File: config.mk
export PLATFORM = sky130hd
export DESIGN_NAME = tdma_top
export DESIGN_NICKNAME = d
export VERILOG_FILES = /design/src/core/tdma_pkg.sv /design/src/core/tdma_top.sv
export VERILOG_INCLUDE_DIRS = /design/src /design/src/core
export SDC_FILE = /design/constraint.sdc
export NUM_CORES = 2
export LEC_CHECK = 0
export BUFFER_PORTS_ARGS = -buffer_cell sky130_fd_sc_hd__buf_2
export CAP_MARGIN = 20
export CORE_UTILIZATION = 40
export CTS_CLUSTER_DIAMETER = 120
export CTS_CLUSTER_SIZE = 40
export DETAILED_ROUTE_END_ITERATION = 8
export PLACE_DENSITY = 0.54
export SKIP_LAST_GASP = 1
export SLEW_MARGIN = 20
export SYNTH_ARGS = -nofsm -noshare
export SYNTH_HDL_FRONTEND = slang
export SYNTH_SLANG_ARGS = --single-unit
File: constraint.sdc
create_clock -name i_clock -period 2.95 [get_ports i_clock]
set_clock_uncertainty 0.15 [all_clocks]
set_input_delay 0.885 -clock i_clock [delete_from_list [all_inputs] [get_ports i_clock]]
set_output_delay 0.885 -clock i_clock [all_outputs]
set_load 0.02 [all_outputs]
File: src/core/tdma_defines.svh
// register indexes, field values and timing counts of the dma controller
`ifndef TDMA_DEFINES_SVH
`define TDMA_DEFINES_SVH

// ----------------------------------------------------------------------
// channel count and transfer window
// ----------------------------------------------------------------------
`define TDMA_NUM_CH         10
`define TDMA_CH_PER_GROUP   5
`define TDMA_WIN_BASE       16'h0080
`define TDMA_RING_MASK      16'h001F

// ----------------------------------------------------------------------
// register indexes, byte address on the bus is four times the index
// ----------------------------------------------------------------------
`define TDMA_IDX_LO_STAT    7'h00
`define TDMA_IDX_LO_MASK    7'h01
`define TDMA_IDX_SW_TRIG    7'h02
`define TDMA_IDX_HI_STAT    7'h08
`define TDMA_IDX_HI_MASK    7'h09
`define TDMA_IDX_CH_FIRST   7'h10
`define TDMA_IDX_CH_LAST    7'h5F
`define TDMA_FLD_CTRL       3'h0
`define TDMA_FLD_COUNT      3'h1
`define TDMA_FLD_SRC        3'h2
`define TDMA_FLD_DST        3'h4

// ----------------------------------------------------------------------
// reset values
// ----------------------------------------------------------------------
`define TDMA_CTRL_RST       8'h00
`define TDMA_COUNT_RST      8'h00
`define TDMA_ADDR_RST       16'h0000
`define TDMA_IRQ_RST        10'h000

// ----------------------------------------------------------------------
// timing: clock rate and cycles per zero-wait transfer
// ----------------------------------------------------------------------
`define TDMA_CLK_MHZ        200
`define TDMA_XFER_CYCLES    3

`endif

File: src/core/tdma_pkg.sv
// types shared by the dma controller
`default_nettype none

package tdma_pkg;

	typedef enum logic [1:0] {
		TDMA_AM_FIXED,
		TDMA_AM_INC,
		TDMA_AM_RING,
		TDMA_AM_SPARE
	} tdma_amode_t;

	typedef enum logic [1:0] {
		TDMA_RQ_SOFT,
		TDMA_RQ_PERIPH,
		TDMA_RQ_CASCADE,
		TDMA_RQ_UNDERFLOW
	} tdma_rqsel_t;

	// channel control register layout, bit 0 is enable
	typedef struct packed {
		tdma_rqsel_t rqsel;
		tdma_amode_t dmode;
		tdma_amode_t smode;
		logic        size16;
		logic        enable;
	} tdma_ctrl_t;

	typedef enum {
		TDMA_ST_IDLE,
		TDMA_ST_READ,
		TDMA_ST_WRITE
	} tdma_state_t;

	// internal bus request of the transfer engine
	typedef struct packed {
		logic        req;
		logic        we;
		logic        size16;
		logic [31:0] addr;
		logic [15:0] wdata;
	} tdma_mem_t;

endpackage

`default_nettype wire

File: src/core/tdma_top.sv
// ten-channel dma controller with wishbone register slave
//
// Overview of operation
// - ten channels, each with own configuration
// - any move inside window, ram or registers
// - start by software trigger or peripheral request
// - count register allows up to 256 transfers
// - addresses confined to 64-kbyte window
// - read then write, bus held from read to write and released after the write
// - fixed, incrementing or ring address per side
// - lower channel number wins, fixed priority
// - count underflow raises grouped interrupt request
// - cascade ring channel 0, 1, 2
// - cascade channel 3 starts channel 4
// - cascade ring channel 5, 6, 7
// - cascade channel 8 starts channel 9
// - channel 0 underflow may start channel 5
// - three cycles per transfer, peak rate
// - grouped status, mask and channel registers
//
// The Wishbone slave port and the placing of the registers were left to the implementer.
`include "tdma_defines.svh"
`default_nettype none

module tdma_top (
	input  wire logic        i_clock,
	input  wire logic        i_rst_n,
	input  wire logic        i_wb_cyc,
	input  wire logic        i_wb_stb,
	input  wire logic        i_wb_we,
	input  wire logic [31:0] i_wb_adr,
	input  wire logic [31:0] i_wb_dat,
	input  wire logic [3:0]  i_wb_sel,
	output logic             o_wb_ack,
	output logic      [31:0] o_wb_dat,
	input  wire logic [9:0]  i_periph_req,
	output logic             o_mem_req,
	output logic             o_mem_we,
	output logic             o_mem_size16,
	output logic      [31:0] o_mem_addr,
	output logic      [15:0] o_mem_wdata,
	input  wire logic        i_mem_ack,
	input  wire logic [15:0] i_mem_rdata,
	output logic             o_irq
);

	// ------------------------------------------------------------------
	// helpers
	// ------------------------------------------------------------------
	// lowest index wins
	function automatic logic [3:0] first_set(input logic [9:0] v);
		first_set = 4'h0;
		for (int k = `TDMA_NUM_CH - 1; k >= 0; k--) begin
			if (v[k]) begin
				first_set = 4'(k);
			end
		end
	endfunction

	// channel whose single completion cascades into channel j
	function automatic logic [4:0] cascade_src(input int j);
		case (j)
			0: cascade_src = {1'b1, 4'd2};
			1: cascade_src = {1'b1, 4'd0};
			2: cascade_src = {1'b1, 4'd1};
			4: cascade_src = {1'b1, 4'd3};
			5: cascade_src = {1'b1, 4'd7};
			6: cascade_src = {1'b1, 4'd5};
			7: cascade_src = {1'b1, 4'd6};
			9: cascade_src = {1'b1, 4'd8};
			default: cascade_src = 5'h00;
		endcase
	endfunction

	function automatic logic [3:0] ch_num(input logic [6:0] idx);
		ch_num = 4'(idx[6:4] - 3'd1) + (idx[3] ? 4'd5 : 4'd0);
	endfunction

	function automatic logic ch_hit(input logic [6:0] idx);
		ch_hit = (idx >= `TDMA_IDX_CH_FIRST) && (idx <= `TDMA_IDX_CH_LAST);
	endfunction

	// byte-lane merge of a 16-bit register
	function automatic logic [15:0] merge16(input logic [15:0] old,
		input logic [31:0] dat, input logic [3:0] sel);
		merge16[7:0]  = sel[0] ? dat[7:0]  : old[7:0];
		merge16[15:8] = sel[1] ? dat[15:8] : old[15:8];
	endfunction

	// next address: fixed, stepped or wrapped inside a ring block
	function automatic logic [15:0] next_addr(input logic [15:0] a,
		input tdma_pkg::tdma_amode_t m, input logic size16);
		logic [15:0] step;
		logic [15:0] sum;
		step = size16 ? 16'h0002 : 16'h0001;
		sum  = a + step;
		case (m)
			tdma_pkg::TDMA_AM_INC:
				next_addr = sum;
			tdma_pkg::TDMA_AM_RING:
				next_addr = (a & ~`TDMA_RING_MASK) | (sum & `TDMA_RING_MASK);
			default:
				next_addr = a;
		endcase
	endfunction

	// ------------------------------------------------------------------
	// state
	// ------------------------------------------------------------------
	tdma_pkg::tdma_ctrl_t  ctrl_q  [`TDMA_NUM_CH];
	logic [7:0]            count_q [`TDMA_NUM_CH];
	logic [15:0]           src_q   [`TDMA_NUM_CH];
	logic [15:0]           dst_q   [`TDMA_NUM_CH];
	logic [9:0]            pend_q;
	logic [9:0]            pend_set;
	logic [9:0]            irq_stat_q;
	logic [9:0]            irq_mask_q;
	logic [9:0]            irq_clr;
	logic [9:0]            ready;
	logic [9:0]            done_vec;
	logic [9:0]            unfl_vec;
	logic [9:0]            sw_trig;
	logic [3:0]            grant;
	logic [3:0]            act_q;
	tdma_pkg::tdma_state_t state_q;
	tdma_pkg::tdma_mem_t   mem_q;
	logic                  done;
	logic                  ack_q;
	logic                  access;
	logic                  wr_en;
	logic [6:0]            idx;
	logic [3:0]            wch;
	logic [31:0]           rdata_d;

	// ------------------------------------------------------------------
	// wishbone slave
	// ------------------------------------------------------------------
	assign idx    = i_wb_adr[8:2];
	assign wch    = ch_num(idx);
	assign access = i_wb_cyc && i_wb_stb && !ack_q;
	assign wr_en  = access && i_wb_we;

	always_comb begin
		rdata_d = 32'h0000_0000;
		if (ch_hit(idx)) begin
			case (idx[2:0])
				`TDMA_FLD_CTRL:  rdata_d = {24'h00_0000, ctrl_q[wch]};
				`TDMA_FLD_COUNT: rdata_d = {24'h00_0000, count_q[wch]};
				`TDMA_FLD_SRC:   rdata_d = {16'h0000, src_q[wch]};
				`TDMA_FLD_DST:   rdata_d = {16'h0000, dst_q[wch]};
				default:         rdata_d = 32'h0000_0000;
			endcase
		end else begin
			case (idx)
				`TDMA_IDX_LO_STAT: rdata_d = {27'h000_0000, irq_stat_q[4:0]};
				`TDMA_IDX_LO_MASK: rdata_d = {27'h000_0000, irq_mask_q[4:0]};
				`TDMA_IDX_HI_STAT: rdata_d = {27'h000_0000, irq_stat_q[9:5]};
				`TDMA_IDX_HI_MASK: rdata_d = {27'h000_0000, irq_mask_q[9:5]};
				default:           rdata_d = 32'h0000_0000;
			endcase
		end
	end

	// one-cycle answer; unmapped reads give zero, writes are dropped
	always_ff @(posedge i_clock or negedge i_rst_n) begin
		if (!i_rst_n) begin
			ack_q    <= 1'b0;
			o_wb_dat <= 32'h0000_0000;
		end else begin
			ack_q    <= access;
			o_wb_dat <= access ? rdata_d : 32'h0000_0000;
		end
	end
	assign o_wb_ack = ack_q;

	assign sw_trig = (wr_en && idx == `TDMA_IDX_SW_TRIG && i_wb_sel[0]
		&& i_wb_sel[1]) ? i_wb_dat[9:0] : 10'h000;

	// ------------------------------------------------------------------
	// request sources per channel
	// ------------------------------------------------------------------
	for (genvar j = 0; j < `TDMA_NUM_CH; j++) begin : g_req
		localparam logic [4:0] CSRC = cascade_src(j);
		logic casc;
		logic unfl;
		assign casc = CSRC[4] && done_vec[CSRC[3:0]];
		// channel 0 underflow into channel 5
		assign unfl = (j == 5) && unfl_vec[0];
		always_comb begin
			case (ctrl_q[j].rqsel)
				tdma_pkg::TDMA_RQ_PERIPH:
					pend_set[j] = sw_trig[j] || i_periph_req[j];
				tdma_pkg::TDMA_RQ_CASCADE:
					pend_set[j] = sw_trig[j] || casc;
				tdma_pkg::TDMA_RQ_UNDERFLOW:
					pend_set[j] = sw_trig[j] || unfl;
				default:
					pend_set[j] = sw_trig[j];
			endcase
		end
		assign done_vec[j] = done && (act_q == 4'(j));
		// underflow when count wraps below zero
		assign unfl_vec[j] = done_vec[j] && (count_q[j] == 8'h00);
	end

	// ------------------------------------------------------------------
	// pending requests
	// ------------------------------------------------------------------
	assign ready = pend_q & {ctrl_q[9].enable, ctrl_q[8].enable,
		ctrl_q[7].enable, ctrl_q[6].enable, ctrl_q[5].enable,
		ctrl_q[4].enable, ctrl_q[3].enable, ctrl_q[2].enable,
		ctrl_q[1].enable, ctrl_q[0].enable};
	assign grant = first_set(ready);

	// a new request in the grant cycle survives: set wins over clear
	always_ff @(posedge i_clock or negedge i_rst_n) begin
		if (!i_rst_n) begin
			pend_q <= 10'h000;
		end else begin
			if (state_q == tdma_pkg::TDMA_ST_IDLE && ready != 10'h000) begin
				pend_q <= (pend_q & ~(10'h001 << grant)) | pend_set;
			end else begin
				pend_q <= pend_q | pend_set;
			end
		end
	end

	// ------------------------------------------------------------------
	// transfer engine
	// ------------------------------------------------------------------
	// one read, one write, then idle
	assign done = (state_q == tdma_pkg::TDMA_ST_WRITE) && i_mem_ack;

	always_ff @(posedge i_clock or negedge i_rst_n) begin
		if (!i_rst_n) begin
			state_q <= tdma_pkg::TDMA_ST_IDLE;
			act_q   <= 4'h0;
			mem_q   <= '0;
		end else begin
			case (state_q)
				tdma_pkg::TDMA_ST_IDLE: begin
					if (ready != 10'h000) begin
						state_q      <= tdma_pkg::TDMA_ST_READ;
						act_q        <= grant;
						mem_q.req    <= 1'b1;
						mem_q.we     <= 1'b0;
						mem_q.size16 <= ctrl_q[grant].size16;
						mem_q.addr   <= {`TDMA_WIN_BASE, src_q[grant]};
					end
				end
				tdma_pkg::TDMA_ST_READ: begin
					if (i_mem_ack) begin
						state_q     <= tdma_pkg::TDMA_ST_WRITE;
						mem_q.we    <= 1'b1;
						mem_q.wdata <= mem_q.size16 ? i_mem_rdata
							: {8'h00, i_mem_rdata[7:0]};
						mem_q.addr  <= {`TDMA_WIN_BASE, dst_q[act_q]};
					end
				end
				tdma_pkg::TDMA_ST_WRITE: begin
					if (i_mem_ack) begin
						// bus given back for at least one cycle
						state_q   <= tdma_pkg::TDMA_ST_IDLE;
						mem_q.req <= 1'b0;
						mem_q.we  <= 1'b0;
					end
				end
				default: begin
					state_q <= tdma_pkg::TDMA_ST_IDLE;
				end
			endcase
		end
	end

	assign o_mem_req    = mem_q.req;
	assign o_mem_we     = mem_q.we;
	assign o_mem_size16 = mem_q.size16;
	assign o_mem_addr   = mem_q.addr;
	assign o_mem_wdata  = mem_q.wdata;

	// ------------------------------------------------------------------
	// channel registers
	// ------------------------------------------------------------------
	// ten independent channel register sets
	// software writes override the engine's update in the same cycle
	always_ff @(posedge i_clock or negedge i_rst_n) begin
		if (!i_rst_n) begin
			for (int c = 0; c < `TDMA_NUM_CH; c++) begin
				ctrl_q[c]  <= `TDMA_CTRL_RST;
				count_q[c] <= `TDMA_COUNT_RST;
				src_q[c]   <= `TDMA_ADDR_RST;
				dst_q[c]   <= `TDMA_ADDR_RST;
			end
		end else begin
			for (int c = 0; c < `TDMA_NUM_CH; c++) begin
				if (done_vec[c]) begin
					// any source and destination in window
					src_q[c] <= next_addr(src_q[c], ctrl_q[c].smode,
						ctrl_q[c].size16);
					dst_q[c] <= next_addr(dst_q[c], ctrl_q[c].dmode,
						ctrl_q[c].size16);
					// count n gives n plus one transfers
					count_q[c] <= count_q[c] - 8'h01;
					// series over: channel stops itself
					if (unfl_vec[c]) begin
						ctrl_q[c].enable <= 1'b0;
					end
				end
			end
			if (wr_en && ch_hit(idx) && i_wb_sel[0]) begin
				case (idx[2:0])
					`TDMA_FLD_CTRL:  ctrl_q[wch]  <= i_wb_dat[7:0];
					`TDMA_FLD_COUNT: count_q[wch] <= i_wb_dat[7:0];
					default: begin
					end
				endcase
			end
			if (wr_en && ch_hit(idx)) begin
				case (idx[2:0])
					`TDMA_FLD_SRC:
						src_q[wch] <= merge16(src_q[wch], i_wb_dat, i_wb_sel);
					`TDMA_FLD_DST:
						dst_q[wch] <= merge16(dst_q[wch], i_wb_dat, i_wb_sel);
					default: begin
					end
				endcase
			end
		end
	end

	// ------------------------------------------------------------------
	// grouped interrupt
	// ------------------------------------------------------------------
	// write-one-to-clear pattern of the two status registers
	always_comb begin
		irq_clr = 10'h000;
		if (wr_en && i_wb_sel[0] && idx == `TDMA_IDX_LO_STAT) begin
			irq_clr[4:0] = i_wb_dat[4:0];
		end
		if (wr_en && i_wb_sel[0] && idx == `TDMA_IDX_HI_STAT) begin
			irq_clr[9:5] = i_wb_dat[4:0];
		end
	end

	// underflow sets status, write one clears
	// hardware set wins over a clear in the same cycle
	always_ff @(posedge i_clock or negedge i_rst_n) begin
		if (!i_rst_n) begin
			irq_stat_q <= `TDMA_IRQ_RST;
			irq_mask_q <= `TDMA_IRQ_RST;
		end else begin
			if (wr_en && i_wb_sel[0]) begin
				case (idx)
					`TDMA_IDX_LO_MASK: irq_mask_q[4:0] <= i_wb_dat[4:0];
					`TDMA_IDX_HI_MASK: irq_mask_q[9:5] <= i_wb_dat[4:0];
					default: begin
					end
				endcase
			end
			irq_stat_q <= (irq_stat_q & ~irq_clr) | unfl_vec;
		end
	end

	// level while any unmasked status bit set
	assign o_irq = |(irq_stat_q & irq_mask_q);

endmodule

`default_nettype wire

Word level (Yosys, flattened, before mapping):

Cells that the tools add are included.
W data, S select, Z words.

* register bits: 630
* input bits: 100

* add/sub/neg operators: 32
* magnitude comparators: 6
* eq/ne operators: 81
* shift operators: 1
* muxes and demuxes: 162
* bitwise gates (word level): 32
* reduce and logical (&&, ||, !) cells: 84

Operators by type and width (count)
* $mux W160: 4
* $pmux W16 S2: 20
* $mux W16: 30
* $bwmux W160: 2
* $or A16 B5 Y16: 20
* $bmux W16 S4: 4
* $add A16 B16 Y16: 10
* $add A16 B2 Y16: 10
* $bwmux W80: 2
* $mux W32: 5
* $mux W80: 2
* $mux W8: 19
* $mux W73: 2
* $bmux W8 S4: 3
* $pmux W32 S3: 1
* $logic_not A8 Y1: 10
* $sub A8 B1 Y8 const B: 10
* $demux W16 S4: 1
* $logic_not A32 Y1: 2
* $pmux W16 S4: 1
* $pmux W32 S2: 1
* $eq A2 B1 Y1 const B: 30
* $eq A2 B2 Y1 const B: 29
* $mux W48: 1
* other kinds (49): 179

Logic depth before layout (Yosys ltp):

* depth after elaboration: 17
* depth in mapped cells: 16

Worst setup path before layout:

Ideal clock, no wire load.

* path type: input -> register
* from: in i_wb_adr[5]
* to: reg src_q[133] (netlist bit)
* setup time: 0.137 ns
* arrival time: 3.726 ns
* data required time: 2.663 ns
* setup slack: -1.062 ns
* stages on the path: 15
* path buffers: 4
* cell sequence: buf_2 > inv_1 > ha_1 > inv_1 > ha_1 > fa_1 > xnor2_1 > buf_2 > nand2_1 > buf_2 > clkbuf_1 > o22ai_1 > nor2_1 > a21oi_2 > o21ai_0

* word-level cells in the longest chain between the ends: 10
* elaborated cells between the ends (all ways): 19
* those cells by class: add/sub (1); order compare (4); mux (10); bitwise (1); reduce/logical (3)

RTL lines
* start, declared: line tdma_top.sv:31 `input wire logic [31:0] i_wb_adr,`
* $mux W3: line tdma_top.sv:76 `ch_num = 4'(idx[6:4] - 3'd1) + (idx[3] ? 4'd5 : 4'd0);`
* $add A4 B3 Y4: line tdma_top.sv:76
* $not A4 Y5 (implied by the code): line tdma_top.sv:321 `src_q[wch] <= merge16(src_q[wch], i_wb_dat, i_wb_sel);`
* $ge A5 B5 Y1 (implied by the code), or another cell as far along: line tdma_top.sv:321
* $logic_and A1 B1 Y1 (implied by the code) / $mux W16 (equally long branches): line tdma_top.sv:321
* $mux W16 (implied by the code): line tdma_top.sv:321
* $demux W16 S4 / $mux W8 (equally long branches): line tdma_top.sv:321, tdma_top.sv:86
* $bwmux W160: line tdma_top.sv:321
* $mux W160: line tdma_top.sv:319 `case (idx[2:0])`
* $mux W160 *: line tdma_top.sv:318 `if (wr_en && ch_hit(idx)) begin`
* end signal, assigned by index: line tdma_top.sv:291 `` src_q[c] <= `TDMA_ADDR_RST; ``
* end signal, assigned by index: line tdma_top.sv:298 `src_q[c] <= next_addr(src_q[c], ctrl_q[c].smode,`
* end signal, assigned by index: line tdma_top.sv:321
* end, declared: line tdma_top.sv:112 `` logic [15:0] src_q [`TDMA_NUM_CH]; ``

Mark *: on every way between the ends. The rest lies on a longest branch, timed or not. The select of a mux whose other input is x is not followed.
A chain may end at the register's enable or synchronous reset.

Worst setup path in the final report:

* from: in i_wb_adr[5]
* to: reg src_q[0] (netlist bit)

The elaborated chain is that of the path after synthesis.

==> PnR_summary.wiki <==
{| class="wikitable"
! Metric !! Value
|-
| Row cnt || 115
|-
| Routed wirelength normalized by instance count || 29.8 µm
|-
| Actual transition at the worst max-transition pin || 1.11 ns
|-
| Most used flip-flop cell after synthesis || sky130_fd_sc_hd__dfrtp_1
|-
| Filler instances || 9,055
|-
| Reg-to-reg critical path endpoint || src_q[44]
|-
| Number of endpoints with negative hold slack in the final report || 0
|-
| Post-Syn Instances || 4,463
|-
| Number of max-capacitance violations reported || 0
|-
| Count of cells along the worst hold path || 2
|-
| Final number of max-transition violations || 0
|-
| Total Nets Final || 5,299
|-
| Leading cell types in the layout, fill and taps excluded || sky130_fd_sc_hd__dfrtp_1, sky130_fd_sc_hd__buf_4, sky130_fd_sc_hd__nand2_1
|-
| Placed instance count || 6,200
|-
| Clock-pin slew of the registers on the worst-case setup and hold paths || 0.13 ns
|-
| Worst Min Path Start || i_mem_rdata[2]
|-
| DR iter-0 viols || 5,478
|-
| Syn. warnings || 0
|-
| Die Span X || 319 µm
|-
| Core occupancy in the finished layout || 0.531
|-
| Data arrival, critical path || 3.64 ns
|-
| Number of antenna violations at the first check in global routing || 8
|-
| Aggregate global routing overflow || 0
|-
| Area of all placed cells without fillers || 52,600 µm²
|-
| Xor-xnor portion of the synthesized cell area || 0.0220
|-
| Leakage || 22.4 nW
|-
| Total die area || 102,000 µm²
|-
| Most crowded layer after global routing || met2
|-
| Via density per instance || 6.53
|-
| Met1 Track Usage GR || 0.491
|-
| TritonCTS clock tree || built
|-
| Relative max-transition margin || 0.261
|-
| Final worst setup slack || -0.288 ns
|-
| Post-synthesis sequential element count || 569
|-
| Final cell count without fillers || 6,390
|-
| Initial core utilization || 0.406
|-
| First-pass detailed-route iteration total || 8
|-
| Slowest stage delay, CP || 0.42 ns
|-
| Fraction of the mapped netlist area in simple logic gates || 0.176
|-
| Overall die height || 319 µm
|-
| GR Layer Usage met2 || 0.536
|-
| Number of distinct standard cells referenced by the synthesized netlist || 86
|-
| Startpoint types || primary input
|-
| CTS H-Tree Depth || 1
|-
| Via count || 41,800
|-
| Crit-path slowest cell || sky130_fd_sc_hd__fa_2
|-
| Mean cell area of the mapped netlist || 9.00 µm²
|-
| Most common cell after layout, fill and taps aside || sky130_fd_sc_hd__dfrtp_1
|-
| Fraction of synthesis flops using an asynchronous set or reset pin || 1.00
|-
| Power per Cell Area || 390 nW/µm²
|-
| Post-DP Area || 47,100 µm²
|-
| Number of global-route vias before repair || 38,400
|-
| Reg-to-reg slack, setup || 0.02 ns
|-
| Global-route wire length before repair || 271,000 µm
|-
| Sequential element share of the synthesized area || 0.354
|-
| Max frequency || 309 MHz
|-
| Core Box Area || 99,000 µm²
|-
| Maximum fanout along the worst path || 5
|-
| CP Buf/Inv Count || 7
|-
| Maximum clock insertion buffer count || 3
|-
| Root Buffer || sky130_fd_sc_hd__clkbuf_16
|-
| Wirelength, routed || 190,000 µm
|-
| Total number of clock tree sinks || 569
|-
| Count of endpoints failing setup in the final report || 338
|-
| Final Cycle Share || 1.10
|-
| Maximum number of pins on one net before global-route repair || 94
|-
| Worst Setup Slack post-DPL || -1.34 ns
|-
| Final Hold Slack || 0.276 ns
|-
| Setup repair after global routing missed its margin || yes
|-
| Path category of the worst min-delay check || primary input to register
|-
| Drc violations || 0
|-
| Crit path capture type || register
|-
| Area of the mapped netlist || 40,200 µm²
|-
| Synth-to-layout area growth || 30.9%
|-
| HPWL after detailed placement || 143,000 µm
|-
| Status || finished with violations
|-
| Maximum VDD drop || 0.485 mV
|-
| Compound-cell area share of the yosys netlist || 0.218
|-
| Dominant combinational cell family by area after synthesis || compound AO/OA/AOI/OAI gates
|-
| Number of placed I/O pins || 185
|-
| Cell family with the largest share of critical-path delay || buffers and inverters
|-
| Number of clock buffers inserted by TritonCTS || 27
|-
| Crit Path Category || primary input to register
|-
| Cell Chain, Critical Path || buf_8 > inv_8 > ha_4 > inv_4 > ha_4 > fa_2 > xnor2_4 > buf_6 > nor3_4 > buf_12 > clkbuf_16 > a22oi_2 > a21oi_2 > mux2i_2 > buf_6 > o22ai_2
|-
| Routability congestion estimate from global placement || 1.02
|-
| Multiplexer share of the synthesized area || 0.140
|-
| Count of input and output buffers || 110
|-
| Share of post-route cells with drive strength above 1 || 0.324
|-
| EDFF count, synth || 0
|-
| Violated checks || setup timing
|-
| Area share of fa/ha/maj cells after synthesis || 0.0419
|-
| Required time reported for the critical path endpoint || 3.35 ns
|-
| Final min period || 3.24 ns
|-
| Met3 Usage GRT || 0.0790
|-
| Critical R2R Launch || act_q[3]
|-
| Global-route usage over all layers || 0.359
|-
| Number of nets with antenna violations after detailed routing || 0
|-
| Insertion delay of the later-clocked pin in the worst-skew pair || 0.69 ns
|-
| Endpoint, Worst Hold || o_mem_wdata[2]
|-
| Reg2reg path depth || 11
|}
-- cells by family after synthesis --
group,count (synthesis)
AO/OA/AOI/OAI,1419
AND/OR/NAND/NOR,1416
flip-flops,569
buffers and inverters,429
multiplexers,406
adder cells (fa/ha/maj),122
XOR/XNOR,101
other,1
-- worst register-to-register path: stages, from the launching register on --
cell	delay, ns
sky130_fd_sc_hd__dfrtp_1	0.50
sky130_fd_sc_hd__nand4bb_4	0.35
sky130_fd_sc_hd__buf_4	0.26
sky130_fd_sc_hd__buf_4	0.19
sky130_fd_sc_hd__buf_4	0.16
sky130_fd_sc_hd__nor3_2	0.25
sky130_fd_sc_hd__nand2b_1	0.25
sky130_fd_sc_hd__nor2_1	0.15
sky130_fd_sc_hd__buf_4	0.18
sky130_fd_sc_hd__nand2_1	0.06
sky130_fd_sc_hd__a211oi_1	0.28
sky130_fd_sc_hd__a21oi_2	0.04
-- worst max path at each step --
stage,depth (start not counted),endpoint,slack [ns],start
final,16,src_q[0],-0.29,i_wb_adr[5]
after CTS,16,o_wb_dat[1],-0.20,i_wb_adr[6]
after global routing,16,src_q[78],-0.30,i_wb_adr[5]
after detailed placement,14,src_q[115],-1.34,i_wb_adr[6]
after global placement,15,dst_q[108],-1.27,i_wb_adr[6]
after floorplan,15,src_q[69],-0.47,i_wb_adr[5]
-- Yosys cell counts (17+ instances only) --
cell	count	area share
sky130_fd_sc_hd__a211oi_1	45	0.0084
sky130_fd_sc_hd__a21o_1	48	0.0090
sky130_fd_sc_hd__a21oi_1	342	0.043
sky130_fd_sc_hd__a221oi_1	25	0.0054
sky130_fd_sc_hd__a22o_1	25	0.0054
sky130_fd_sc_hd__a22oi_1	60	0.011
sky130_fd_sc_hd__a31oi_1	59	0.0092
sky130_fd_sc_hd__and2_1	23	0.0036
sky130_fd_sc_hd__and3_1	53	0.0083
sky130_fd_sc_hd__and4_1	23	0.0050
sky130_fd_sc_hd__buf_2	75	0.0093
sky130_fd_sc_hd__buf_4	33	0.0062
sky130_fd_sc_hd__clkbuf_1	186	0.017
sky130_fd_sc_hd__dfrtp_1	569	0.35
sky130_fd_sc_hd__fa_1	21	0.010
sky130_fd_sc_hd__ha_1	101	0.031
sky130_fd_sc_hd__inv_1	113	0.011
sky130_fd_sc_hd__mux2_2	116	0.033
sky130_fd_sc_hd__mux2i_1	176	0.044
sky130_fd_sc_hd__mux4_2	113	0.063
sky130_fd_sc_hd__nand2_1	415	0.039
sky130_fd_sc_hd__nand2b_1	39	0.0061
sky130_fd_sc_hd__nand3_1	149	0.019
sky130_fd_sc_hd__nand4_1	46	0.0072
sky130_fd_sc_hd__nor2_1	308	0.029
sky130_fd_sc_hd__nor2b_1	26	0.0040
sky130_fd_sc_hd__nor3_1	118	0.015
sky130_fd_sc_hd__nor3b_1	31	0.0058
sky130_fd_sc_hd__nor4_1	49	0.0076
sky130_fd_sc_hd__o211ai_1	31	0.0058
sky130_fd_sc_hd__o21ai_0	486	0.061
sky130_fd_sc_hd__o21bai_1	19	0.0035
sky130_fd_sc_hd__o221a_2	17	0.0048
sky130_fd_sc_hd__o221ai_1	19	0.0041
sky130_fd_sc_hd__o22ai_1	77	0.012
sky130_fd_sc_hd__o311a_1	58	0.014
sky130_fd_sc_hd__or3_1	43	0.0067
sky130_fd_sc_hd__or4_1	23	0.0043
sky130_fd_sc_hd__xnor2_1	65	0.014
sky130_fd_sc_hd__xor2_1	36	0.0078
-- area by class of cell --
cell class	instances	area [µm²]	share of cell area
tap	1287	1610	0.0306
multi-input combinational	3495	26800	0.509
antenna	5	12.5	0.000238
inverter	114	443	0.00842
clock buffer	28	679	0.0129
sequential	569	14200	0.271
clock inverter	22	369	0.00702
timing repair buffer	870	8450	0.161
-- power by group --
part	total [W]	switching, W	internal, W
sequential	0.00878	0.000573	0.00820
combinational	0.00635	0.00372	0.00263
clock	0.00541	0.00345	0.00195
-- flip-flops by register name, summed over array words and instances, names as in the netlist, 16 cells and up --
register     cells
count_q         80
ctrl_q          80
o_wb_dat        16
src_q          160
dst_q          160
o_mem_addr      17
o_mem_wdata     16
-- metrics by stage --
stage | setup TNS (ns) | power [W]
after floorplan | -183.28 | 0.0112
after global placement | -503.23 | 0.0137
after detailed placement | -515.16 | 0.0137
after CTS | -24.16 | 0.0199
after global routing | -56.70 | 0.0210
final | -41.47 | 0.0205
-- metal layers --
metal / vias up / share of wire
li1: 18000 / -
met1: 20700 / 0.41
met2: 2554 / 0.42
met3: 552 / 0.10
met4: 8 / 0.062
met5: - / 0.0015
-- repair_timing --
| action | CTS | global route |
|---|---|---|
| setup endpoints to repair | 488 | 444 |
| buffers inserted | 68 | 57 |
| hold buffers | 1 | 0 |
| gates cloned | 15 | 13 |
| pin swaps | 65 | 141 |
| hold endpoints to repair | 18 | 0 |
| resized for setup | 313 | 429 |
Power figures use the tool's default switching activity.
